**config.mk**
```make
export PLATFORM = sky130hd
export DESIGN_NAME = pc_stack_shadow_regs
export DESIGN_NICKNAME = d
export VERILOG_FILES = /design/src/inc/core_regs_pkg.sv /design/src/rtl/pc_stack_shadow_regs.sv
export SDC_FILE = /design/constraint.sdc
export NUM_CORES = 1
export LEC_CHECK = 0
export BUFFER_PORTS_ARGS = -buffer_cell sky130_fd_sc_hd__buf_4
export CAP_MARGIN = 10
export CORE_MARGIN = 10
export CORE_UTILIZATION = 54
export CTS_BUF_LIST = sky130_fd_sc_hd__clkbuf_16
export CTS_CLUSTER_SIZE = 12
export DETAILED_ROUTE_END_ITERATION = 16
export PLACE_DENSITY = 0.77
export SYNTH_ARGS = -nofsm -noshare
export SYNTH_HDL_FRONTEND = slang
export SYNTH_SLANG_ARGS = --single-unit
```
**constraint.sdc**
```tcl
create_clock -name sys_clk -period 4.93 [get_ports sys_clk]
set_input_delay 0.7395 -clock sys_clk [delete_from_list [all_inputs] [get_ports sys_clk]]
set_output_delay 0.7395 -clock sys_clk [all_outputs]
set_load 0.005 [all_outputs]
```
**src/inc/core_regs_pkg.sv**
```systemverilog
// constants and carrier types for the core register block
package core_regs_pkg;
  localparam int unsigned  pc_width           = 15;
  localparam int unsigned  addr_width         = 12;
  localparam int unsigned  sp_width           = 5;
  localparam int unsigned  latch_width        = 7;
  localparam int unsigned  bank_sel_width     = 5;
  localparam int unsigned  flags_width        = 3;
  localparam int unsigned  stack_depth        = 16;
  localparam logic [11:0]  flags_shadow_addr  = 12'hfe4;
  localparam logic [11:0]  acc_shadow_addr    = 12'hfe5;
  localparam logic [11:0]  bsr_shadow_addr    = 12'hfe6;
  localparam logic [11:0]  latch_shadow_addr  = 12'hfe7;
  localparam logic [11:0]  ptr0_low_addr      = 12'hfe8;
  localparam logic [11:0]  ptr0_high_addr     = 12'hfe9;
  localparam logic [11:0]  ptr1_low_addr      = 12'hfea;
  localparam logic [11:0]  ptr1_high_addr     = 12'hfeb;
  localparam logic [11:0]  gap_addr           = 12'hfec;
  localparam logic [11:0]  stack_ptr_addr     = 12'hfed;
  localparam logic [11:0]  top_low_addr       = 12'hfee;
  localparam logic [11:0]  top_high_addr      = 12'hfef;
  localparam logic [11:0]  pc_low_addr        = 12'h002;
  localparam logic [11:0]  pc_latch_addr      = 12'h00a;
  localparam logic [11:0]  bank31_base        = 12'hf80;
  localparam logic [14:0]  pc_reset           = 15'h0000;
  localparam logic [4:0]   sp_empty           = 5'h1f;
  localparam logic [7:0]   byte_zero          = 8'h00;

  typedef struct packed {
    logic        rd;
    logic        wr;
    logic [11:0] addr;
    logic [7:0]  wdata;
  } reg_access_type;

  typedef struct packed {
    logic        fetch;
    logic        jump;
    logic [14:0] target;
  } pc_control_type;
endpackage

```
**src/rtl/pc_stack_shadow_regs.sv**
```systemverilog
// program counter, stack access and shadow register bank
`timescale 1ns/1ps
`default_nettype none
module pc_stack_shadow_regs
  import core_regs_pkg::*;
#(
  parameter int unsigned depth = core_regs_pkg::stack_depth
)
(
  // clock and reset
  input  wire logic                         sys_clk,
  input  wire logic                         reset,
  // register access from the core
  input  wire core_regs_pkg::reg_access_type access,
  input  wire logic                         debug_mode,
  output logic [7:0]                        rdata,
  // program counter control
  input  wire core_regs_pkg::pc_control_type pc_ctl,
  output logic [14:0]                       pc,
  output logic [4:0]                        stack_pointer,
  // live context captured into the shadows on debug entry
  input  wire logic                         shadow_capture,
  input  wire logic [7:0]                   live_acc,
  input  wire logic [4:0]                   live_bsr,
  input  wire logic [2:0]                   live_flags,
  input  wire logic [15:0]                  live_ptr0,
  input  wire logic [15:0]                  live_ptr1
);
  import core_regs_pkg::*;

  logic [14:0] pc_q;
  logic [14:0] pc_d;
  logic [6:0]  latch_q;
  logic [6:0]  latch_d;
  logic [4:0]  sp_q;
  logic [4:0]  sp_d;
  logic [2:0]  flags_sh_q;
  logic [7:0]  acc_sh_q;
  logic [4:0]  bsr_sh_q;
  logic [6:0]  latch_sh_q;
  logic [7:0]  ptr0l_sh_q;
  logic [7:0]  ptr0h_sh_q;
  logic [7:0]  ptr1l_sh_q;
  logic [7:0]  ptr1h_sh_q;
  logic [14:0] stack_q [depth];
  logic [3:0]  sp_idx;
  logic [7:0]  rdata_d;
  logic [7:0]  rdata_q;
  logic        in_bank31;
  logic        allowed;
  logic        wr_ok;
  logic        rd_ok;
  logic        wr_pcl;
  logic        wr_latch;
  logic        wr_sp;
  logic        wr_top_low;
  logic        wr_top_high;
  logic        wr_flags_sh;
  logic        wr_acc_sh;
  logic        wr_bsr_sh;
  logic        wr_latch_sh;
  logic        wr_ptr0l_sh;
  logic        wr_ptr0h_sh;
  logic        wr_ptr1l_sh;
  logic        wr_ptr1h_sh;

  assign sp_idx = sp_q[3:0];
  assign in_bank31 = (access.addr >= bank31_base);
  // shadow and stack registers are open to user code as well
  assign allowed = !in_bank31 || debug_mode ||
                   (access.addr >= flags_shadow_addr &&
                    access.addr <= top_high_addr);
  assign wr_ok = access.wr && allowed;
  assign rd_ok = access.rd && allowed;

  // one write strobe per register; blocked addresses never strobe
  always_comb
  begin
    wr_pcl      = 1'h0;
    wr_latch    = 1'h0;
    wr_sp       = 1'h0;
    wr_top_low  = 1'h0;
    wr_top_high = 1'h0;
    wr_flags_sh = 1'h0;
    wr_acc_sh   = 1'h0;
    wr_bsr_sh   = 1'h0;
    wr_latch_sh = 1'h0;
    wr_ptr0l_sh = 1'h0;
    wr_ptr0h_sh = 1'h0;
    wr_ptr1l_sh = 1'h0;
    wr_ptr1h_sh = 1'h0;
    if (wr_ok)
    begin
      case (access.addr)
        pc_low_addr:       wr_pcl      = 1'h1;
        pc_latch_addr:     wr_latch    = 1'h1;
        stack_ptr_addr:    wr_sp       = 1'h1;
        top_low_addr:      wr_top_low  = 1'h1;
        top_high_addr:     wr_top_high = 1'h1;
        flags_shadow_addr: wr_flags_sh = 1'h1;
        acc_shadow_addr:   wr_acc_sh   = 1'h1;
        bsr_shadow_addr:   wr_bsr_sh   = 1'h1;
        latch_shadow_addr: wr_latch_sh = 1'h1;
        ptr0_low_addr:     wr_ptr0l_sh = 1'h1;
        ptr0_high_addr:    wr_ptr0h_sh = 1'h1;
        ptr1_low_addr:     wr_ptr1l_sh = 1'h1;
        ptr1_high_addr:    wr_ptr1h_sh = 1'h1;
        default:           wr_pcl      = 1'h0;
      endcase
    end
  end

  // next pc: a low-byte write beats a jump, a jump beats a fetch
  always_comb
  begin
    pc_d = pc_q;
    if (wr_pcl)
      pc_d = {latch_q, access.wdata};
    else if (pc_ctl.jump)
      pc_d = pc_ctl.target;
    else if (pc_ctl.fetch)
      pc_d = pc_q + 15'h0001;
  end

  // program counter
  always_ff @(posedge sys_clk)
  begin
    if (reset)
      pc_q <= pc_reset;
    else
      pc_q <= pc_d;
  end

  // pc high latch
  always_comb
  begin
    latch_d = latch_q;
    if (wr_latch)
      latch_d = access.wdata[6:0];
  end

  always_ff @(posedge sys_clk)
  begin
    if (reset)
      latch_q <= 7'h00;
    else
      latch_q <= latch_d;
  end

  // stack pointer, written by software only
  always_comb
  begin
    sp_d = sp_q;
    if (wr_sp)
      sp_d = access.wdata[4:0];
  end

  always_ff @(posedge sys_clk)
  begin
    if (reset)
      sp_q <= sp_empty;
    else
      sp_q <= sp_d;
  end

  // top of stack entry selected by the pointer
  always_ff @(posedge sys_clk)
  begin
    if (reset)
    begin
      for (int i = 0; i < depth; i++)
        stack_q[i] <= pc_reset;
    end
    else if (wr_top_low)
      stack_q[sp_idx][7:0] <= access.wdata;
    else if (wr_top_high)
      stack_q[sp_idx][14:8] <= access.wdata[6:0];
  end

  // flags shadow; a capture beats a same-cycle write
  always_ff @(posedge sys_clk)
  begin
    if (reset)
      flags_sh_q <= 3'h0;
    else if (shadow_capture)
      flags_sh_q <= live_flags;
    else if (wr_flags_sh)
      flags_sh_q <= access.wdata[2:0];
  end

  // working register shadow
  always_ff @(posedge sys_clk)
  begin
    if (reset)
      acc_sh_q <= 8'h00;
    else if (shadow_capture)
      acc_sh_q <= live_acc;
    else if (wr_acc_sh)
      acc_sh_q <= access.wdata;
  end

  // bank select shadow
  always_ff @(posedge sys_clk)
  begin
    if (reset)
      bsr_sh_q <= 5'h00;
    else if (shadow_capture)
      bsr_sh_q <= live_bsr;
    else if (wr_bsr_sh)
      bsr_sh_q <= access.wdata[4:0];
  end

  // pc high latch shadow
  always_ff @(posedge sys_clk)
  begin
    if (reset)
      latch_sh_q <= 7'h00;
    else if (shadow_capture)
      latch_sh_q <= latch_q;
    else if (wr_latch_sh)
      latch_sh_q <= access.wdata[6:0];
  end

  // pointer 0 low byte shadow
  always_ff @(posedge sys_clk)
  begin
    if (reset)
      ptr0l_sh_q <= 8'h00;
    else if (shadow_capture)
      ptr0l_sh_q <= live_ptr0[7:0];
    else if (wr_ptr0l_sh)
      ptr0l_sh_q <= access.wdata;
  end

  // pointer 0 high byte shadow
  always_ff @(posedge sys_clk)
  begin
    if (reset)
      ptr0h_sh_q <= 8'h00;
    else if (shadow_capture)
      ptr0h_sh_q <= live_ptr0[15:8];
    else if (wr_ptr0h_sh)
      ptr0h_sh_q <= access.wdata;
  end

  // pointer 1 low byte shadow
  always_ff @(posedge sys_clk)
  begin
    if (reset)
      ptr1l_sh_q <= 8'h00;
    else if (shadow_capture)
      ptr1l_sh_q <= live_ptr1[7:0];
    else if (wr_ptr1l_sh)
      ptr1l_sh_q <= access.wdata;
  end

  // pointer 1 high byte shadow
  always_ff @(posedge sys_clk)
  begin
    if (reset)
      ptr1h_sh_q <= 8'h00;
    else if (shadow_capture)
      ptr1h_sh_q <= live_ptr1[15:8];
    else if (wr_ptr1h_sh)
      ptr1h_sh_q <= access.wdata;
  end

  // read mux; unmapped, blocked and idle reads give zero
  always_comb
  begin
    rdata_d = byte_zero;
    if (rd_ok)
    begin
      case (access.addr)
        pc_low_addr:       rdata_d = pc_q[7:0];
        pc_latch_addr:     rdata_d = {1'h0, latch_q};
        flags_shadow_addr: rdata_d = {5'h00, flags_sh_q};
        acc_shadow_addr:   rdata_d = acc_sh_q;
        bsr_shadow_addr:   rdata_d = {3'h0, bsr_sh_q};
        latch_shadow_addr: rdata_d = {1'h0, latch_sh_q};
        ptr0_low_addr:     rdata_d = ptr0l_sh_q;
        ptr0_high_addr:    rdata_d = ptr0h_sh_q;
        ptr1_low_addr:     rdata_d = ptr1l_sh_q;
        ptr1_high_addr:    rdata_d = ptr1h_sh_q;
        stack_ptr_addr:    rdata_d = {3'h0, sp_q};
        top_low_addr:      rdata_d = stack_q[sp_idx][7:0];
        top_high_addr:     rdata_d = {1'h0, stack_q[sp_idx][14:8]};
        default:           rdata_d = byte_zero;
      endcase
    end
  end

  always_ff @(posedge sys_clk)
  begin
    if (reset)
      rdata_q <= byte_zero;
    else
      rdata_q <= rdata_d;
  end

  assign rdata = rdata_q;
  assign pc = pc_q;
  assign stack_pointer = sp_q;
endmodule
`default_nettype wire

```
-- Word-level counts from Yosys, hierarchy flattened
Memory sizes are Yosys's and may differ from the RTL's. A register that Yosys moved wholly into a read port is not among the register bits.
Index checks and enable logic that the tools add are counted.
- memories kept: 1
- RAM bits: 240
- input port bits: 91
- output and inout port bits: 28
- word-level logic and storage cells: 108
- register bits after elaboration: 90
- bitwise gates (word level): 1
- eq/ne operators: 13
- add/subtract/negate cells: 1
- mux-type cells: 60
- $lt $le $gt $ge: 3
- reduce and logical (&&, ||, !) cells: 17
- memories (memory ; depth ; bits a word ; rd ports ; clocked after Yosys merged registers in ; wr ports ; line ; source):
    stack_q ; 16 ; 15 ; 1 ; 1 ; 16 ; pc_stack_shadow_regs.sv:45 ; logic [14:0] stack_q [depth];
- operators with widths (operator ; number):
    $eq A12 B12 Y1 const B ; 11
    $pmux W8 S13 ; 1
    $mux W8 ; 10
    $mux W15 ; 4
    $mux W1 ; 35
    $ge A12 B12 Y1 const B ; 2
    $reduce_bool A2 Y1 ; 8
    $add A15 B1 Y15 const B ; 1
    $reduce_or A15 Y1 ; 1
    $mux W7 ; 2
    $eq A12 B2 Y1 const B ; 1
    $eq A12 B4 Y1 const B ; 1
    $le A12 B12 Y1 const B ; 1
    $mux W4 ; 3
    $mux W5 ; 2
    $mux W3 ; 2
    $logic_and A1 B1 Y1 ; 3
    $reduce_bool A3 Y1 ; 1
    $logic_or A1 B1 Y1 ; 2
    $mux W2 ; 1
    $reduce_or A2 Y1 ; 1
    $logic_not A1 Y1 ; 1
    $not A1 Y1 ; 1

-- Longest topological paths before layout
- word-level depth: 12
- depth in mapped cells: 8
- gate-level depth less buffers: 6

-- Least setup slack after synthesis
No wires, ideal clock.
- path kind: input-to-reg
- from: in access[12] in the netlist's numbering
- to: mem stack_q[14][0] (enable)
- path buffers: 1
- arrival: 2.612 ns
- required time: 4.601 ns
- setup time: 0.329 ns
- stages: 6
- path slack: 1.989 ns
- cells stage by stage: nand3b_1 nor4_4 o2111ai_4 buf_4 nor3_2 or2_1
- RTL lines (item ; line ; source):
    start, declared ; pc_stack_shadow_regs.sv:14 ; input wire core_regs_pkg::reg_access_type access,
    end, declared ; pc_stack_shadow_regs.sv:45 ;

==> results.yml <==
sta:
  max_freq_mhz: 304.7
  hold_violations: 0
  tns_ns: 0
  slew_violations: 0
  rsz0062_at_grt: "false"
  final.min_clock_period_ns: 3.282
  finalCritPeriodShare: 0.6658
  tightest_slew_ns: 1.187
  max_slew_margin: 0.2021
  finalSetupViolCount: 0
  clock_skew_ns: 0.008249
finish:
  layout_commonest_cell: "and2_1"
  nNetsFinal: 1508
  antennaDiodeCount: 0
  syn_to_final_growth_pct: 12.46
  final_cell_mix: "and2_1, edfxtp_1, buf_4"
  drive_above_1_share: 0.2278
worst_setup_path:
  cpMostUsedCell: "buf_4"
  worstSetupStartpointType: "primary input"
  path_buf_inv: 2
  cp_max_fo: 10
  crit_path_end_kind: "flip-flop"
  worstPathRequired_ns: 5.15
  arrival_ns: 3.50
  cpLargestDelayFamily: "simple AND/OR/NAND/NOR gates"
  crit_slowest_cell: "nor4_4"
  slowest_delay_ns: 0.63
  cp_cell_sequence: "buf_4, nand3b_1, nor4_4, o2111ai_2, buf_4, nor3_1, or2_2"
  criticalPathCategory: "primary input to flip-flop"
place:
  gp_congestion: 0.8870
  io_buffer_count: 118
  dp_hpwl_mm: 29.47
power_and_ir_drop:
  ir_worst_vdd_mv: 0.2234
  p_per_area_nw_per_um2: 320.0
  p_leak_nw: 7.069
  p_total_w: 0.005966
floorplanning:
  die_area_um2: 38110
  die_w_um: 195.2
  rows: 64
  pin_count: 119
  die_y_um: 195.2
  start_util: 0.5448
  core_area_um2: 30430
global_routing:
  grt_pass1_wl_mm: 68.19
  grt_max_degree: 71
  antenna_found_initial: 1
  grt_usage: 0.2279
  gr-total-overflow: 0
  grt_pass1_vias: 11210
cts:
  cts_buffers: 36
  post_cts_buffers: 0
  tritoncts: "built"
  clkTransAtPathRegs_ns: 0.06
  clock_path_buffers: 3
  clock_latency_ns: 0.52
  cts-root-buf: "clkbuf_16"
  cts.sinks: 334
  h-tree-depth: 2
  cts_resized: 0
  postCtsHoldBufs: 0
flow_run:
  maxCapViolCount: 0
drt:
  firstDrtPassIters: 5
  ant_nets: 0
  post_drt_wl_per_cell_um: 24.42
  viasPerCell: 6.222
  wirelength_mm: 44.83
  vias: 11420
  drt_iter0_drc: 1182
  drc_errors: 0
synth:
  synth_compound_area_frac: 0.06997
  ys.flop_type: "edfxtp_1"
  yosys_warnings: 0
  async_flop_share: 0
  synth_edf_count: 240
  synth-simple-area-share: 0.2001
  synth_seq_cells: 334
  synthesis.nets: 1449
  yosysUniqueCellTypes: 66
  synth_top_family_by_area: "simple AND/OR/NAND/NOR gates"
  synthAdderAreaFrac: 0.0007548
  synthXorXnorAreaFrac: 0.007397
  yosys.area.top_type: "edfxtp_1"
  syn_avg_cell_area_um2: 12.22
  yosysSeqAreaShare: 0.5483
  synth_mux_area_frac: 0.1424
  synth.top_cells.by_area: "edfxtp_1, dfxtp_1, and2_1"
  synthesis.area_um2: 16580
  synth_cells: 1357
  synth_top_area_frac: 0.4347
hold_path:
  min_path_type: "primary input to flip-flop"
outcome:
  status: "complete, no violations"
[metal layers]
metal | vias up | track usage | share of wire
met3 | 112 | 0.04385 | 0.092
met4 | 2 | 0.07919 | 0.033
met5 | - | 0 | 0.00022
met2 | 562 | 0.3474 | 0.45
li1 | 5116 | - | -
met1 | 5632 | 0.3193 | 0.42
[metrics by stage]
step	area [µm²]	hold slack (ns)	cells	util	setup WS, ns
6_report	18640	0.4793	1836	0.6127	1.648
5_1_grt	18640	0.4731	1836	0.6127	1.425
4_1_cts	18640	0.4620	1836	0.6127	1.713
3_5_place_dp	17610	0.5029	1774	0.5787	1.201
3_3_place_gp	17610	0.4943	1774	0.5787	1.358
2_1_floorplan	16580	0.4545	1357	-	1.989
[area by class of cell]
class | count | area [µm²]
sequential | 334 | 9095
multi-input combinational | 896 | 6978
clock buffer | 37 | 925.9
fill | 2404 | 11790
tap | 396 | 495.5
inverter | 19 | 71.32
clock inverter | 25 | 108.9
timing repair buffer | 129 | 968.4
[cells by family (layout without fill, tap and decap cells)]
logic type               Yosys count  in the layout
AND/OR/NAND/NOR                  564            564
flip-flops                       334            334
multiplexers                     162            162
AO/OA/AOI/OAI                    155            155
buffers and inverters            127            210
XOR/XNOR                          14             14
adder cells (fa/ha/maj)            1              1
[sequential cells by signal, summed over array words and instances (netlist names), named ones only]
signal,count
latch_sh_q,7
ptr0l_sh_q,8
acc_sh_q,8
bsr_sh_q,5
latch_q,7
ptr1h_sh_q,8
pc,15
rdata,8
stack_q,240
ptr0h_sh_q,8
flags_sh_q,3
stack_pointer,5
ptr1l_sh_q,8
[path summary, 6_finish.rpt]
kind	start	endpoint	slack (ns)	cells after the start
max	access[12]	stack_q[3][8]$_SDFFCE_PN0P_	1.65	7
min	live_ptr0[11]	ptr0h_sh_q[3]$_SDFFE_PP0P_	0.48	2
min reg2reg	latch_q[0]$_SDFFE_PP0P_	pc[8]$_SDFFE_PP0P_	0.51	2
max reg2reg	flip-flop	rdata[1]$_SDFF_PP0_	2.11	6
[synthesized netlist by cell type, types with 3 or more instances]
cell / instances
mux2i_1: 76
a22oi_1: 8
buf_2: 15
and3_1: 6
and4_1: 4
dfxtp_1: 94
mux2_2: 30
nand3_1: 22
nand3b_1: 5
a211oi_1: 38
o211ai_1: 19
nor4_1: 8
a32oi_1: 3
inv_1: 17
nor3b_1: 8
or2_2: 30
nor2b_1: 7
nand2_1: 87
clkbuf_1: 81
xor2_1: 11
nor2_1: 57
or2_1: 5
o21ai_0: 15
o2111ai_1: 6
nor4_4: 3
nand4b_1: 4
a21oi_1: 24
and2_1: 243
nand4_1: 7
a41oi_1: 6
nor3_1: 20
mux4_2: 56
buf_1: 7
xnor2_1: 3
nor3_2: 27
a22o_1: 4
edfxtp_1: 240
a2111oi_0: 8
nand2b_1: 16
[power by group]
group	leakage (nW)	total, W	switching, W	internal [W]
Sequential	3.25	0.00316	0.0000590	0.00310
Combinational	3.28	0.000397	0.000236	0.000161
Clock	0.543	0.00241	0.00106	0.00135
Note: power is estimated with default switching activity, not from simulation.
